<file path="config.mk">
export PLATFORM = sky130hd
export DESIGN_NAME = card_punch_serial_buffer_path
export DESIGN_NICKNAME = d
export VERILOG_FILES = /design/src/logic/card_punch_pkg.sv /design/src/logic/card_punch_serial_buffer_path.sv
export SDC_FILE = /design/constraint.sdc
export NUM_CORES = 1
export LEC_CHECK = 0
export ABC_AREA = 1
export BUFFER_PORTS_ARGS = -buffer_cell sky130_fd_sc_hd__buf_2
export CAP_MARGIN = 20
export CORE_UTILIZATION = 55
export DETAILED_ROUTE_END_ITERATION = 6
export PLACE_DENSITY_LB_ADDON = 0.3
export SLEW_MARGIN = 20
export SYNTH_ARGS = -nofsm -noshare
export SYNTH_HDL_FRONTEND = slang
export SYNTH_SLANG_ARGS = --single-unit
</file>
<file path="constraint.sdc">
create_clock -name clk_sys -period 79.5 [get_ports clk_sys]
set_input_delay 7.95 -clock clk_sys [delete_from_list [all_inputs] [get_ports clk_sys]]
set_output_delay 7.95 -clock clk_sys [all_outputs]
set_load 0.01 [all_outputs]
</file>
<file path="src/logic/card_punch_pkg.sv">
package card_punch_pkg;
	// link timing: shift clock period and system clock period
	localparam int SHIFT_CLK_PERIOD_NS = 1000;
	localparam int SYS_CLK_PERIOD_NS   = 4;
	localparam int SHIFT_HALF_CYCLES   = SHIFT_CLK_PERIOD_NS / (2 * SYS_CLK_PERIOD_NS);
	localparam int BITS_PER_COLUMN     = 12;
	localparam int BUFFER_RANKS        = 100;
	localparam int COLS_SHORT_CARD     = 80;
	localparam int COLS_LONG_CARD      = 96;
	localparam int FIFO_WIDTH          = 8;
	localparam int FIFO_DEPTH          = 16;

	// command codes on cmd_op
	localparam logic [1:0] OP_PUNCH = 2'h0;
	localparam logic [1:0] OP_READ  = 2'h1;
	localparam logic [1:0] OP_SENSE = 2'h2;
	localparam logic [1:0] OP_NOP   = 2'h3;

	// status byte, bit 0 is the msb
	localparam logic [7:0] ST_BUSY        = 8'h10;
	localparam logic [7:0] ST_CHANNEL_END = 8'h08;
	localparam logic [7:0] ST_DEVICE_END  = 8'h04;
	localparam logic [7:0] ST_UNIT_CHECK  = 8'h02;

	// sense byte
	localparam logic [7:0] SN_CMD_REJECT  = 8'h80;
	localparam logic [7:0] SN_INTERV_REQ  = 8'h40;
	localparam logic [7:0] SN_EQUIP_CHECK = 8'h10;
	localparam logic [7:0] SN_DATA_CHECK  = 8'h08;

	// status_kind codes
	localparam logic [1:0] KIND_INITIAL = 2'h0;
	localparam logic [1:0] KIND_ENDING  = 2'h1;
	localparam logic [1:0] KIND_ASYNC   = 2'h2;

	// reset values
	localparam logic [11:0] COLUMN_RESET = 12'h000;
	localparam logic [7:0]  BYTE_RESET   = 8'h00;

	typedef enum logic [5:0] {
		S_IDLE    = 6'b000001,
		S_FILL    = 6'b000010,
		S_PUNCH   = 6'b000100,
		S_READ    = 6'b001000,
		S_CHAN_RD = 6'b010000,
		S_SENSE   = 6'b100000
	} op_state_t;
endpackage : card_punch_pkg

</file>
<file path="src/logic/card_punch_serial_buffer_path.sv">
`timescale 1ns/1ns
// Function
// - punch command: fill buffer from processor, punch card, stack it, read next card
// - punch: channel end after last byte, device end after punch and next read
// - punch accepted without error gives all-zero initial status
// - intervention required gives unit check, status bit 6, at initial selection
// - equipment check during punch gives unit check with device end
// - one shared data line; strobe stays high for a whole column
// - while strobe is high, emit exactly twelve shift clock pulses
// - serial register is three chained 4-bit right-shift stages
// - serial register shifts right on every falling shift clock edge
// - strobe fall while reading loads twelve serial bits into the buffer
// - strobe rise while punching loads one buffer column into the serial register
// - buffer is a static 12-bit shift structure up to 100 ranks deep
// - buffer input takes processor data while filling, serial data otherwise (reading and punch recirculation)
// - each load shifts ranks by one; rank 80 or 96 (by card length) recirculates through the serial register when punching, always visible
// - invalid char when more than one of buffer bits 1 to 7 is set
// - invalid char sets data check only during ebcdic read
// - card code converted to ebcdic on bus-in input 0, ebcdic reads only
// - card image read sends each column as two bytes in bits 2-7
// - equipment check from error line; reject and data check from decode and tags
// - any sense flag setting also sets unit check, except during sense
// - three status flip-flops (unit check, channel end and device end pending); the sequencer sets feed request
// - shift clock has a one microsecond period
// - card_in_read_station active: receive data; inactive: drive punch data

////////////////////////////////////////////////////////////////////////////////
module byte_fifo #(
	parameter int WIDTH = card_punch_pkg::FIFO_WIDTH,
	parameter int DEPTH = card_punch_pkg::FIFO_DEPTH
) (
	input  wire logic             clk_sys,
	input  wire logic             rst_n,
	input  wire logic             clk_en,
	input  wire logic             in_valid,
	output logic                  in_ready,
	input  wire logic [WIDTH-1:0] in_data,
	output logic                  out_valid,
	input  wire logic             out_ready,
	output logic      [WIDTH-1:0] out_data
);
	localparam int AW = $clog2(DEPTH);
	logic [WIDTH-1:0] mem [0:DEPTH-1];
	logic [AW-1:0]    wptr;
	logic [AW-1:0]    rptr;
	logic [AW:0]      count;
	logic [AW:0]      next_count;
	logic             push;
	logic             pop;

	if (DEPTH < 2 || (1 << AW) != DEPTH) begin : g_depth_check
		$error("fifo depth must be a power of two, at least two");
	end

	// handshakes qualified by registered full and empty
	assign push = in_valid && in_ready;
	assign pop  = out_valid && out_ready;
	assign out_data = mem[rptr];

	always_comb begin
		next_count = count;
		if (push && !pop) begin
			next_count = count + 1'b1;
		end else if (pop && !push) begin
			next_count = count - 1'b1;
		end
	end

	// storage has no reset; pointers, count and the ready/valid flags carry control state
	always_ff @(posedge clk_sys) begin
		if (clk_en && push) begin
			mem[wptr] <= in_data;
		end
	end

	always_ff @(posedge clk_sys or negedge rst_n) begin
		if (!rst_n) begin
			wptr      <= '0;
			rptr      <= '0;
			count     <= '0;
			in_ready  <= 1'b0;
			out_valid <= 1'b0;
		end else if (clk_en) begin
			if (push) wptr <= wptr + 1'b1;
			if (pop) rptr <= rptr + 1'b1;
			count     <= next_count;
			in_ready  <= next_count != (AW+1)'(DEPTH);
			out_valid <= next_count != '0;
		end
	end
endmodule : byte_fifo

////////////////////////////////////////////////////////////////////////////////
module card_punch_serial_buffer_path #(
	parameter int RANKS = card_punch_pkg::BUFFER_RANKS
) (
	input  wire logic       clk_sys,
	input  wire logic       rst_n,
	input  wire logic       clk_en,
	// reader/punch pins
	input  wire logic       strobe_in,
	input  wire logic       card_in_read_station,
	input  wire logic       data_in,
	output logic            data_out,
	output logic            data_oe,
	output logic            shift_clk,
	input  wire logic       error_in,
	input  wire logic       ready_in,
	output logic            feed_req,
	output logic            offset_req,
	// command side
	input  wire logic       cmd_valid,
	input  wire logic [1:0] cmd_op,
	input  wire logic       cmd_image,
	input  wire logic       cmd_stacker,
	input  wire logic       cmd_reject_cond,
	input  wire logic       cols96,
	output logic            status_valid,
	output logic      [7:0] status_byte,
	output logic      [1:0] status_kind,
	// processor data toward the punch
	input  wire logic       wr_valid,
	output logic            wr_ready,
	input  wire logic [7:0] wr_data,
	// bus-in toward the processor
	output logic            rd_valid,
	input  wire logic       rd_ready,
	output logic      [7:0] rd_data,
	output logic            invalid_char_flag
);
	if (RANKS < card_punch_pkg::COLS_LONG_CARD || RANKS > card_punch_pkg::BUFFER_RANKS) begin : g_ranks_check
		$error("buffer ranks must hold a long card and not exceed the documented depth");
	end

	// card code rows: bit 0 row 0, bits 1..9 rows 1..9, bit 10 row 11, bit 11 row 12
	function automatic logic [7:0] card_to_ebcdic(input logic [11:0] c);
		logic [3:0] digit;
		logic [3:0] zone;
		digit = 4'h0;
		for (int i = 1; i <= 7; i++) begin
			if (c[i]) digit = 4'(i);
		end
		if (c[8]) digit = digit + 4'h8;
		if (c[9]) digit = 4'h9;
		zone = c[11] ? 4'hc : c[10] ? 4'hd : (c[0] && digit != 4'h0) ? 4'he : 4'hf;
		if (c == 12'h000) begin
			card_to_ebcdic = 8'h40;
		end else begin
			card_to_ebcdic = {zone, digit};
		end
	endfunction : card_to_ebcdic

	function automatic logic [11:0] ebcdic_to_card(input logic [7:0] e);
		logic [11:0] c;
		c = 12'h000;
		case (e[7:4])
			4'hc: c[11] = 1'b1;
			4'hd: c[10] = 1'b1;
			4'he: c[0] = 1'b1;
			default: c = 12'h000;
		endcase
		if (e[3:0] == 4'h0 && e[7:4] == 4'hf) c[0] = 1'b1;
		if (e[3:0] >= 4'h8 && e[3:0] != 4'h9) c[8] = 1'b1;
		if (e[3:0] == 4'h9) c[9] = 1'b1;
		if (e[3:0] != 4'h0 && e[3:0] != 4'h8 && e[3:0] != 4'h9) c[4'(e[2:0])] = 1'b1;
		if (e == 8'h40) c = 12'h000;
		ebcdic_to_card = c;
	endfunction : ebcdic_to_card

	////////////////////////////////////////////////////////////////////////
	// pin resynchronisers
	logic [4:0] sync_a;
	logic [4:0] sync_b;
	logic       strobe_q;
	logic       strobe_s;
	logic       present_s;
	logic       data_s;
	logic       error_s;
	logic       ready_s;

	assign strobe_s  = sync_b[0];
	assign present_s = sync_b[1];
	assign data_s    = sync_b[2];
	assign error_s   = sync_b[3];
	assign ready_s   = sync_b[4];

	// two stages before any logic looks at a pin
	always_ff @(posedge clk_sys or negedge rst_n) begin
		if (!rst_n) begin
			sync_a   <= '0;
			sync_b   <= '0;
			strobe_q <= 1'b0;
		end else if (clk_en) begin
			sync_a   <= {ready_in, error_in, data_in, card_in_read_station, strobe_in};
			sync_b   <= sync_a;
			strobe_q <= strobe_s;
		end
	end

	logic strobe_rise;
	logic strobe_fall;
	assign strobe_rise = strobe_s && !strobe_q;
	assign strobe_fall = !strobe_s && strobe_q;

	////////////////////////////////////////////////////////////////////////
	// shift clock generator and serial column register
	localparam int HALF = card_punch_pkg::SHIFT_HALF_CYCLES;
	logic [7:0]  half_cnt;
	logic [3:0]  pulses;
	logic [11:0] serial_col;
	logic        clk_fall;
	logic        gen_on;
	logic        punching;
	logic [11:0] buf_out;
	localparam card_punch_pkg::op_state_t S_IDLE = card_punch_pkg::S_IDLE, S_FILL = card_punch_pkg::S_FILL,
		S_PUNCH = card_punch_pkg::S_PUNCH, S_READ = card_punch_pkg::S_READ,
		S_CHAN_RD = card_punch_pkg::S_CHAN_RD, S_SENSE = card_punch_pkg::S_SENSE;

	assign gen_on   = strobe_s && pulses != 4'(card_punch_pkg::BITS_PER_COLUMN);
	assign clk_fall = shift_clk && half_cnt == 8'(HALF - 1);
	assign punching = !present_s;

	// one microsecond clock, low between columns
	always_ff @(posedge clk_sys or negedge rst_n) begin
		if (!rst_n) begin
			half_cnt  <= '0;
			shift_clk <= 1'b0;
			pulses    <= '0;
		end else if (clk_en) begin
			if (strobe_rise) begin
				pulses   <= '0;
				half_cnt <= '0;
			end else if (gen_on || shift_clk) begin
				if (half_cnt == 8'(HALF - 1)) begin
					half_cnt  <= '0;
					shift_clk <= !shift_clk;
					if (shift_clk) pulses <= pulses + 4'h1;
				end else begin
					half_cnt <= half_cnt + 8'h01;
				end
			end
		end
	end

	// three 4-bit stages chained, serial input at the top
	always_ff @(posedge clk_sys or negedge rst_n) begin
		if (!rst_n) begin
			serial_col <= card_punch_pkg::COLUMN_RESET;
		end else if (clk_en) begin
			if (strobe_rise && punching) begin
				serial_col <= buf_out;
			end else if (clk_fall) begin
				serial_col <= {data_s, serial_col[11:1]};
			end
		end
	end

	// transmitter off while a card is in the read station
	always_ff @(posedge clk_sys or negedge rst_n) begin
		if (!rst_n) begin
			data_out <= 1'b0;
			data_oe  <= 1'b0;
		end else if (clk_en) begin
			data_out <= serial_col[0];
			data_oe  <= punching;
		end
	end

	////////////////////////////////////////////////////////////////////////
	// static shift buffer
	card_punch_pkg::op_state_t state;
	logic [11:0] bufr [0:RANKS-1];
	logic        buf_shift;
	logic [11:0] buf_in;
	logic [11:0] punch_col;
	logic [6:0]  ncols;
	logic        pop_now;
	logic        rd_take;
	logic        image;
	logic        second_half;
	logic [5:0]  first_half;
	logic        fifo_valid;
	logic [7:0]  fifo_data;

	assign ncols   = cols96 ? 7'(card_punch_pkg::COLS_LONG_CARD) : 7'(card_punch_pkg::COLS_SHORT_CARD);
	assign buf_out = bufr[ncols - 7'h01];
	assign rd_take = rd_valid && rd_ready;
	assign pop_now = state == S_FILL && fifo_valid;

	// processor bytes become card columns: one ebcdic byte or two image halves
	assign punch_col = image ? {first_half, fifo_data[5:0]} : ebcdic_to_card(fifo_data);

	// input select: serial data when reading, processor data when filling
	assign buf_in = state == S_FILL ? punch_col : serial_col;

	// one shift per column, whoever moves the column
	assign buf_shift = (strobe_fall && present_s && state != S_CHAN_RD)
		|| (strobe_rise && punching && state == S_PUNCH)
		|| (pop_now && (!image || second_half))
		|| (rd_take && state == S_CHAN_RD && (!image || second_half));

	// no reset: contents are data, held until shifted out
	always_ff @(posedge clk_sys) begin
		if (clk_en && buf_shift) begin
			bufr[0] <= buf_in;
			for (int i = 1; i < RANKS; i++) begin
				bufr[i] <= bufr[i-1];
			end
		end
	end

	// incoming bytes wait here so the channel never outruns the buffer fill
	byte_fifo #(
		.WIDTH (card_punch_pkg::FIFO_WIDTH),
		.DEPTH (card_punch_pkg::FIFO_DEPTH)
	) u_fifo (
		.clk_sys   (clk_sys),
		.rst_n     (rst_n),
		.clk_en    (clk_en),
		.in_valid  (wr_valid && state == S_FILL),
		.in_ready  (wr_ready),
		.in_data   (wr_data),
		.out_valid (fifo_valid),
		.out_ready (state == S_FILL),
		.out_data  (fifo_data)
	);

	////////////////////////////////////////////////////////////////////////
	// character check and sense flags
	logic invalid_now;
	logic reject_ff;
	logic interv_ff;
	logic equip_ff;
	logic dcheck_ff;
	logic set_reject;
	logic set_interv;
	logic set_equip;
	logic set_dcheck;
	logic cmd_take;

	assign invalid_now = $countones(buf_out[7:1]) > 1;
	assign cmd_take    = cmd_valid && state == S_IDLE;
	assign set_reject  = cmd_take && cmd_reject_cond;
	assign set_interv  = cmd_take && !ready_s && cmd_op != card_punch_pkg::OP_SENSE;
	assign set_equip   = error_s && (state == S_PUNCH || state == S_READ);
	assign set_dcheck  = rd_take && state == S_CHAN_RD && !image && invalid_now;

	always_ff @(posedge clk_sys or negedge rst_n) begin
		if (!rst_n) begin
			invalid_char_flag <= 1'b0;
		end else if (clk_en) begin
			invalid_char_flag <= invalid_now;
		end
	end

	// sense clears on the sense byte taken; a set in that cycle wins
	always_ff @(posedge clk_sys or negedge rst_n) begin
		if (!rst_n) begin
			reject_ff <= 1'b0;
			interv_ff <= 1'b0;
			equip_ff  <= 1'b0;
			dcheck_ff <= 1'b0;
		end else if (clk_en) begin
			if (rd_take && state == S_SENSE) begin
				reject_ff <= 1'b0;
				interv_ff <= 1'b0;
				equip_ff  <= 1'b0;
				dcheck_ff <= 1'b0;
			end
			if (set_reject) reject_ff <= 1'b1;
			if (set_interv) interv_ff <= 1'b1;
			if (set_equip) equip_ff <= 1'b1;
			if (set_dcheck) dcheck_ff <= 1'b1;
		end
	end

	////////////////////////////////////////////////////////////////////////
	// status flip-flops and operation sequencer
	logic       unit_check;
	logic       device_end_pend;
	logic       channel_end_pend;
	logic [6:0] col_cnt;
	logic       cmd_error;
	logic       any_sense_set;

	assign any_sense_set = set_reject || set_interv || set_equip || set_dcheck;
	assign cmd_error     = cmd_reject_cond || (!ready_s && cmd_op != card_punch_pkg::OP_SENSE);

	// unit check follows any sense set unless a sense op runs
	always_ff @(posedge clk_sys or negedge rst_n) begin
		if (!rst_n) begin
			unit_check <= 1'b0;
		end else if (clk_en) begin
			if (status_valid && status_byte[1]) unit_check <= 1'b0;
			if (any_sense_set && state != S_SENSE && !(cmd_take && cmd_op == card_punch_pkg::OP_SENSE)) begin
				unit_check <= 1'b1;
			end
		end
	end

	// main sequence: fill, punch, read next card, report
	always_ff @(posedge clk_sys or negedge rst_n) begin
		if (!rst_n) begin
			state            <= S_IDLE;
			col_cnt          <= '0;
			image            <= 1'b0;
			second_half      <= 1'b0;
			first_half       <= '0;
			feed_req         <= 1'b0;
			offset_req       <= 1'b0;
			device_end_pend  <= 1'b0;
			channel_end_pend <= 1'b0;
			status_valid     <= 1'b0;
			status_byte      <= card_punch_pkg::BYTE_RESET;
			status_kind      <= card_punch_pkg::KIND_INITIAL;
		end else if (clk_en) begin
			status_valid <= 1'b0;
			case (state)
				S_IDLE: begin
					if (cmd_take) begin
						col_cnt      <= '0;
						second_half  <= 1'b0;
						image        <= cmd_image;
						offset_req   <= cmd_stacker;
						status_valid <= 1'b1;
						status_kind  <= card_punch_pkg::KIND_INITIAL;
						status_byte  <= card_punch_pkg::BYTE_RESET;
						if (cmd_error) begin
							status_byte <= card_punch_pkg::ST_UNIT_CHECK;
						end else begin
							case (cmd_op)
								card_punch_pkg::OP_PUNCH: state <= S_FILL;
								card_punch_pkg::OP_READ:  state <= S_CHAN_RD;
								card_punch_pkg::OP_SENSE: state <= S_SENSE;
								default: status_byte <= card_punch_pkg::ST_CHANNEL_END | card_punch_pkg::ST_DEVICE_END;
							endcase
						end
					end
				end
				S_FILL: begin
					if (pop_now) begin
						second_half <= image && !second_half;
						first_half  <= fifo_data[5:0];
						if (!image || second_half) begin
							col_cnt <= col_cnt + 7'h01;
							if (col_cnt == ncols - 7'h01) begin
								col_cnt          <= '0;
								state            <= S_PUNCH;
								feed_req         <= 1'b1;
								channel_end_pend <= 1'b1;
								status_valid     <= 1'b1;
								status_kind      <= card_punch_pkg::KIND_ENDING;
								status_byte      <= card_punch_pkg::ST_CHANNEL_END;
							end
						end
					end
				end
				S_PUNCH: begin
					if (strobe_fall && punching) begin
						col_cnt <= col_cnt + 7'h01;
						if (col_cnt == ncols - 7'h01) begin
							col_cnt <= '0;
							state   <= S_READ;
						end
					end
				end
				S_READ: begin
					if (strobe_fall && present_s) begin
						col_cnt <= col_cnt + 7'h01;
						if (col_cnt == ncols - 7'h01) begin
							col_cnt          <= '0;
							state            <= S_IDLE;
							feed_req         <= 1'b0;
							channel_end_pend <= 1'b0;
							device_end_pend  <= 1'b0;
							status_valid     <= 1'b1;
							status_kind      <= card_punch_pkg::KIND_ASYNC;
							status_byte      <= card_punch_pkg::ST_DEVICE_END
								| ((equip_ff || set_equip) ? card_punch_pkg::ST_UNIT_CHECK : 8'h00);
						end
					end
				end
				S_CHAN_RD: begin
					if (rd_take) begin
						second_half <= image && !second_half;
						if (!image || second_half) begin
							col_cnt <= col_cnt + 7'h01;
							if (col_cnt == ncols - 7'h01) begin
								col_cnt         <= '0;
								state           <= S_READ;
								feed_req        <= 1'b1;
								device_end_pend <= 1'b1;
								status_valid    <= 1'b1;
								status_kind     <= card_punch_pkg::KIND_ENDING;
								status_byte     <= card_punch_pkg::ST_CHANNEL_END
									| ((dcheck_ff || set_dcheck) ? card_punch_pkg::ST_UNIT_CHECK : 8'h00);
							end
						end
					end
				end
				S_SENSE: begin
					if (rd_take) begin
						state        <= S_IDLE;
						status_valid <= 1'b1;
						status_kind  <= card_punch_pkg::KIND_ENDING;
						status_byte  <= card_punch_pkg::ST_CHANNEL_END | card_punch_pkg::ST_DEVICE_END;
					end
				end
				default: state <= S_IDLE;
			endcase
		end
	end

	////////////////////////////////////////////////////////////////////////
	// bus-in selector: input 0 ebcdic, inputs 1 and 2 card image, sense
	logic [7:0] next_rd_data;
	always_comb begin
		next_rd_data = 8'h00;
		if (state == S_SENSE) begin
			next_rd_data = (reject_ff ? card_punch_pkg::SN_CMD_REJECT : 8'h00)
				| (interv_ff ? card_punch_pkg::SN_INTERV_REQ : 8'h00)
				| (equip_ff ? card_punch_pkg::SN_EQUIP_CHECK : 8'h00)
				| (dcheck_ff ? card_punch_pkg::SN_DATA_CHECK : 8'h00);
		end else if (!image) begin
			next_rd_data = card_to_ebcdic(buf_out);
		end else if (!second_half) begin
			next_rd_data = {2'b00, buf_out[11:6]};
		end else begin
			next_rd_data = {2'b00, buf_out[5:0]};
		end
	end

	// registered so data stands with valid; dropped one cycle after each take
	always_ff @(posedge clk_sys or negedge rst_n) begin
		if (!rst_n) begin
			rd_valid <= 1'b0;
			rd_data  <= card_punch_pkg::BYTE_RESET;
		end else if (clk_en) begin
			if (rd_take) begin
				rd_valid <= 1'b0;
			end else if (state == S_CHAN_RD || state == S_SENSE) begin
				rd_valid <= 1'b1;
				rd_data  <= next_rd_data;
			end
		end
	end
endmodule : card_punch_serial_buffer_path

</file>
==> results of run 1 <==
## final timing paths
kind / from / end / slack (ps) / cells after the start
max in group asynchronous: rst_n / u_fifo.rptr[0] / 71070 / 2
worst max-delay path: clk_en / bufr[7][1] / 67490 / 7
min in group asynchronous: rst_n / u_fifo.count[3] / 7250 / 1
worst min-delay path: bufr[9][1] / bufr[10][1] / 390 / 0
worst min register to register: bufr[9][1] / bufr[10][1] / 390 / 0
worst max register to register: image / bufr[7][1] / 73620 / 9
## placed cells by master (no fill, tap or decap), types with 32 or more instances in the layout
cell type,synthesis,layout
nand3_1,100,100
buf_2,18,45
clkbuf_16,0,134
inv_1,124,124
clkinv_1,3,32
nand2_1,339,339
edfxtp_1,1280,1280
o21ai_0,95,95
dfrtp_1,95,94
nor2_1,126,126
## logic make-up (layout without fill, tap and decap cells)
logic type,Yosys count,after routing
AOI/OAI and AO/OA,189,189
adders and majority gates,22,22
buffers and inverters,188,439
other,1,6
and+or+nand+nor,607,607
xor gates and xnor gates,16,16
DFF,1376,1376
muxes,2,2
## state kept, by name (all words and copies together) (netlist names), 3 cells and up
signal	count
bufr	1152
col_cnt	7
first_half	6
half_cnt	8
pulses	4
rd_data	8
serial_col	12
state	6
status_byte	3
sync_a	5
sync_b	5
u_fifo.count	5
u_fifo.mem	128
u_fifo.rptr	4
u_fifo.wptr	4
## metrics by stage
stage	setup slack, ps	hold WS (ps)	util
final	67490	394	0.626
after global routing	67210	400	0.626
after CTS	67510	394	0.626
after detailed placement	66690	405	0.574
after global placement	66860	401	0.574
after floorplan	12900	400	-
## report_power, final
part           switching (W)  internal, W
sequential         0.0000260     0.000856
combinational       0.000119    0.0000442
clock               0.000265     0.000340
## area by class of cell
type / instances / share of cell area
Sequential cell: 1376 / 0.793
Multi-Input combinational cell: 841 / 0.0804
Clock buffer: 159 / 0.0673
Tap cell: 1070 / 0.0260
Clock inverter: 81 / 0.0152
Inverter: 138 / 0.0101
Timing Repair Buffer: 61 / 0.00758
Antenna cell: 1 / 0.0000486
## layer usage
metal	GRT usage	vias up	wire length, µm
met5	0	-	0
met4	0.0643	0	1820
met3	0.0307	145	3280
met2	0.232	482	29700
met1	0.244	9734	30700
li1	-	9166	-
## worst max-delay path, cell delays in order
cell and delay, ps:
buf_2 440, inv_1 170, a21oi_4 140, buf_4 640, buf_12 770, buf_4 980
buf_4 920
==> impl_metrics.py, run 1 <==
metrics = {
    "status": {
        "status": "finished, final reports clean",
    },
    "logic_synthesis": {
        "ys.flop_type": "edfxtp_1",
        "yosys.area.top_type": "edfxtp_1",
        "synth.top_cell.area_share": 0.841,
        "yosysMostFrequentCell": "edfxtp_1",
        "synth_cells": 2401,
        "ys_types": 51,
        "ys_seq_area_frac": 0.893,
        "synthMuxAreaShare": 0.000465,
        "yosysWarnings": 0,
        "synthArstFlopShare": 0.0698,
        "synth_seq_cells": 1376,
        "synthAdderAreaFrac": 0.00635,
        "synthXorXnorAreaFrac": 0.00306,
        "synth-simple-area-share": 0.0559,
        "synth_compound_area_frac": 0.0240,
        "syn_area_um2": 45700,
        "synth_top_family_by_area": "simple AND/OR/NAND/NOR gates",
        "synthTopCellsByArea": "edfxtp_1 (84%), dfrtp_1 (5.2%), nand2_1 (2.8%)",
        "synth-edff-count": 1280,
        "synth.avg_cell_area_um2": 19.0,
        "synth_common_cells": "edfxtp_1 (1280), nand2_1 (339), nor2_1 (126)",
    },
    "floorplanning": {
        "core_um2": 82200,
        "die_w_um": 290,
        "die_height_um": 290,
        "rows": 105,
        "io_pins": 52,
        "start_util": 0.556,
        "die-area_um2": 84300,
    },
    "sta": {
        "fin_tns_setup_ps": 0,
        "hold_viol": 0,
        "max_slew_margin": 0.259,
        "setup_viol": 0,
        "slew_viol_final": 0,
        "max_freq_mhz": 83.3,
        "tightest_slew_ps": 1110,
        "finalCriticalPeriod_ps": 12010,
        "post-route-period-util": 0.151,
        "rsz0062_at_grt": "false",
        "skew_ps": 27.7,
    },
    "placement": {
        "dp_cells": 3486,
        "place_area_um2": 47200,
        "hpwl_mm": 34.0,
        "port_buffers": 46,
        "gp_congestion": 0.888,
    },
    "drt": {
        "drt-initial-drc-count": 1705,
        "wire_per_inst_um": 17.6,
        "viasPerCell": 5.24,
        "drt-total-wl_mm": 65.6,
        "dr.pass1.iters": 5,
        "vias": 19527,
        "drc_errors": 0,
        "antenna_left": 0,
    },
    "power": {
        "power.density_nw_per_um2": 32.1,
        "peakVddDrop_mv": 0.0267,
        "leakagePower_nw": 17.6,
        "p_total_w": 0.00165,
    },
    "cts": {
        "clock-sinks": 1376,
        "cts_buffers": 134,
        "cts_buffer_depth": 3,
        "post_cts_buffers": 0,
        "cts_resized": 0,
        "htree_levels": 4,
        "path_clk_slew_ps": 60,
        "cts-hold-fix-buffers": 0,
        "clk_latency_ps": 720,
        "tritoncts": "built",
        "root_buffer": "clkbuf_16",
    },
    "critical_path": {
        "required_ps": 79810,
        "end_kind": "flop",
        "path_max_fanout": 196,
        "cp-start-kind": "primary input",
        "worst-setup-path-type": "primary input to flop",
        "critPathArrivalTime_ps": 12310,
    },
    "layout": {
        "fin_nets": 2599,
        "area_delta_synth_final_pct": 12.6,
        "multiInputGateArea_um2": 4140,
        "regArea_um2": 40800,
        "nFillCells": 5553,
        "final_cells": 3727,
        "final_area_um2": 51500,
        "layout-drive-gt1-share": 0.111,
    },
    "global_route": {
        "grt_pass1_wl_mm": 106,
        "grt_antenna_before_repair": 1,
        "grt_pass1_vias": 19205,
        "grt_max_degree": 215,
        "grt_use_total": 0.161,
        "grt_overflow": 0,
    },
    "hold_path": {
        "hp-class": "flop to flop",
    },
    "flow_run": {
        "cap_violations": 0,
    },
}
No activity file was read; power rests on OpenSTA's default activity.
==> run 2, diff against run 1 <==
ABC_AREA = 0   (was 1)
clock period = 12.1 ns   (was 79.5 ns; I/O delays follow)
==> run 2 against run 1 <==
  * Die area decreased by 0.66%
  * Worst hold slack got worse by 3.8 ps
  * Core utilization decreased by 0.52 points
  * Sequential share of layout area increased by 1.1 points
  * Non-clock buffer count decreased by 2
  * Worst setup slack got worse by 61000 ps
  * Power increased to 6.4 times the previous value
  * Critical path depth increased by 2
  * Wire length decreased by 3.9%
  * Synthesized cell count decreased by 16%
  * Critical path type is now flop to flop
  * Critical endpoint is now bufr[53][3]
  * Largest cell class unchanged
==> impl_metrics.py, run 2 <==
metrics = {
    "global_route": {
        "grt_overflow": 0,
        "grt_antenna_before_repair": 0,
        "grt_use_total": 0.156,
        "grt_max_degree": 223,
        "grt_pass1_vias": 17749,
        "grt_pass1_wl_mm": 100,
    },
    "critical_path": {
        "cp-start-kind": "flop",
        "critPathArrivalTime_ps": 5710,
        "required_ps": 12420,
        "path_max_fanout": 222,
        "path_common_cell": "buf_12",
        "cpPeakStageDelay_ps": 860,
        "crit_path_cell_trace": "or3b_4, nor2_2, nand2_1, o21ai_2, a221oi_2, nor2_4, buf_12, buf_12, buf_12",
        "worst-setup-path-type": "flop to flop",
        "end_kind": "flop",
        "cpMaxStageDelayCell": "buf_12",
    },
    "layout": {
        "final_area_um2": 50800,
        "nFillCells": 5469,
        "layout-drive-gt1-share": 0.140,
        "largest_reg_flops": 1152,
        "layout_commonest_cell": "edfxtp_1",
        "top_regs": "bufr: 1152 flops, u_fifo.mem: 128 flops, serial_col: 12 flops",
        "final_cell_mix": "edfxtp_1 (1280), clkbuf_16 (121), dfrtp_1 (94)",
        "top_register": "bufr",
        "area_delta_synth_final_pct": 11.9,
        "fin_nets": 2201,
    },
    "cts": {
        "clock-sinks": 1376,
        "tritoncts": "built",
        "cts_buffers": 121,
        "cts_buffer_depth": 3,
        "clk_latency_ps": 700,
        "root_buffer": "clkbuf_16",
        "cts_resized": 0,
        "path_clk_slew_ps": 60,
        "cts-hold-fix-buffers": 0,
        "post_cts_buffers": 0,
        "htree_levels": 3,
    },
    "hold_path": {
        "hp-class": "flop to flop",
    },
    "sta": {
        "hold_viol": 0,
        "finalCriticalPeriod_ps": 5390,
        "setup_viol": 0,
        "skew_ps": 29.3,
        "post-route-period-util": 0.445,
        "setup_slack_ps": 6710,
        "whs_ps": 390,
        "fin_tns_setup_ps": 0,
        "max_freq_mhz": 186,
        "tightest_slew_ps": 1140,
        "slew_viol_final": 0,
        "max_slew_margin": 0.243,
        "rsz0062_at_grt": "false",
    },
    "drt": {
        "drt-initial-drc-count": 1520,
        "drc_errors": 0,
        "wire_per_inst_um": 18.9,
        "dr.pass1.iters": 5,
        "viasPerCell": 5.35,
        "antenna_left": 0,
        "vias": 17812,
        "drt-total-wl_mm": 63.0,
    },
    "logic_synthesis": {
        "synth-simple-area-share": 0.0301,
        "synthXorXnorAreaFrac": 0.00443,
        "synthMuxAreaShare": 0.0289,
        "synth-edff-count": 1280,
        "synth_compound_area_frac": 0.0237,
        "yosysMostFrequentCell": "edfxtp_1",
        "synth_common_cells": "edfxtp_1 (1280), dfrtp_1 (95), nand2_1 (79)",
        "synth_seq_cells": 1376,
        "synth_top_family_by_area": "simple AND/OR/NAND/NOR gates",
        "syn_area_um2": 45400,
        "synthArstFlopShare": 0.0698,
        "yosysWarnings": 0,
        "ys_types": 73,
        "ys.flop_type": "edfxtp_1",
        "synth_cells": 2014,
        "yosys.area.top_type": "edfxtp_1",
        "synth.avg_cell_area_um2": 22.6,
        "ys_seq_area_frac": 0.899,
        "synthAdderAreaFrac": 0.00639,
        "synthTopCellsByArea": "edfxtp_1 (85%), dfrtp_1 (5.2%), mux4_2 (1.6%)",
        "synth.top_cell.area_share": 0.846,
    },
    "placement": {
        "gp_congestion": 0.812,
        "port_buffers": 46,
        "place_area_um2": 47000,
        "dp_slack_ps": 6720,
        "hpwl_mm": 33.1,
    },
    "status": {
        "status": "finished, final reports clean",
    },
    "floorplanning": {
        "io_pins": 52,
        "rows": 105,
        "die-area_um2": 83700,
        "core_um2": 81800,
        "start_util": 0.555,
        "die_w_um": 289,
        "die_height_um": 289,
    },
    "power": {
        "p_total_w": 0.0105,
        "peakVddDrop_mv": 0.137,
        "power.density_nw_per_um2": 207,
        "leakagePower_nw": 14.7,
    },
    "flow_run": {
        "cap_violations": 0,
    },
}
## run 2: cell count changes in the layout (fill, tap and decap cells not counted), sizes merged, moves of 17 or more
| cell | before | now |
|---|---|---|
| clkbuf | 159 | 142 |
| inv | 146 | 32 |
| mux2 | 1 | 33 |
| mux2i | 1 | 22 |
| mux4 | 0 | 32 |
| nand2 | 341 | 79 |
| nand3 | 100 | 20 |
| nor2 | 134 | 54 |
| o211ai | 21 | 3 |
| o21ai | 113 | 64 |
## run 2: final cells by class
class	count	area [µm²]	share of cell area
antenna	1	2.50	0.0000493
clock buffer	142	3110	0.0611
clock inverter	85	722	0.0142
inverter	29	109	0.00214
multi-input combinational	567	4300	0.0847
sequential	1376	40800	0.804
tap	1070	1340	0.0264
timing repair buffer	59	380	0.00749
## run 2: report_power, final
group / internal (W) / total [W] / switching, W
Clock: 0.00200 / 0.00365 / 0.00166
Combinational: 0.000340 / 0.00101 / 0.000670
Sequential: 0.00567 / 0.00587 / 0.000205
## run 2: routing by layer
layer	up-vias	track usage	share of wire
met3	129	0.0284	0.044
met1	9095	0.242	0.48
li1	8223	-	-
met4	0	0.0580	0.029
met2	365	0.225	0.45
met5	-	0	0
## run 2: final timing paths
path | slack, ps | cells after the start | start | end
max reg2reg | 6710 | 9 | state[1] | bufr[53][3]
max in group asynchronous | 10410 | 2 | rst_n | u_fifo.rptr[0]
min in group asynchronous | 530 | 1 | rst_n | u_fifo.wptr[1]
min reg2reg | 390 | 0 | bufr[27][0] | bufr[28][0]
min | 390 | 0 | bufr[27][0] | bufr[28][0]
max | 6710 | 9 | state[1] | bufr[53][3]
## run 2: critical path, delay by kind of cell, from the launching register on
family,cells,cell delay [ps]
simple gates,4,1450
buf+inv,3,2140
flops,1,570
compound gates,2,200
## run 2: logic make-up (layout without fill, tap and decap cells)
kind of cell | Yosys count | in the layout
XOR/XNOR | 23 | 23
multiplexers | 87 | 87
AND/OR/NAND/NOR | 264 | 264
buffers and inverters | 75 | 315
other | 1 | 6
AO/OA/AOI/OAI | 166 | 166
adder cells (fa/ha/maj) | 22 | 22
flip-flops | 1376 | 1376
## run 2: metrics by stage
step                std cells   util
floorplan                2018      -
global placement         3101  0.574
detailed placement       3101  0.574
CTS                      3328  0.621
global route             3328  0.621
finish                   3329  0.621
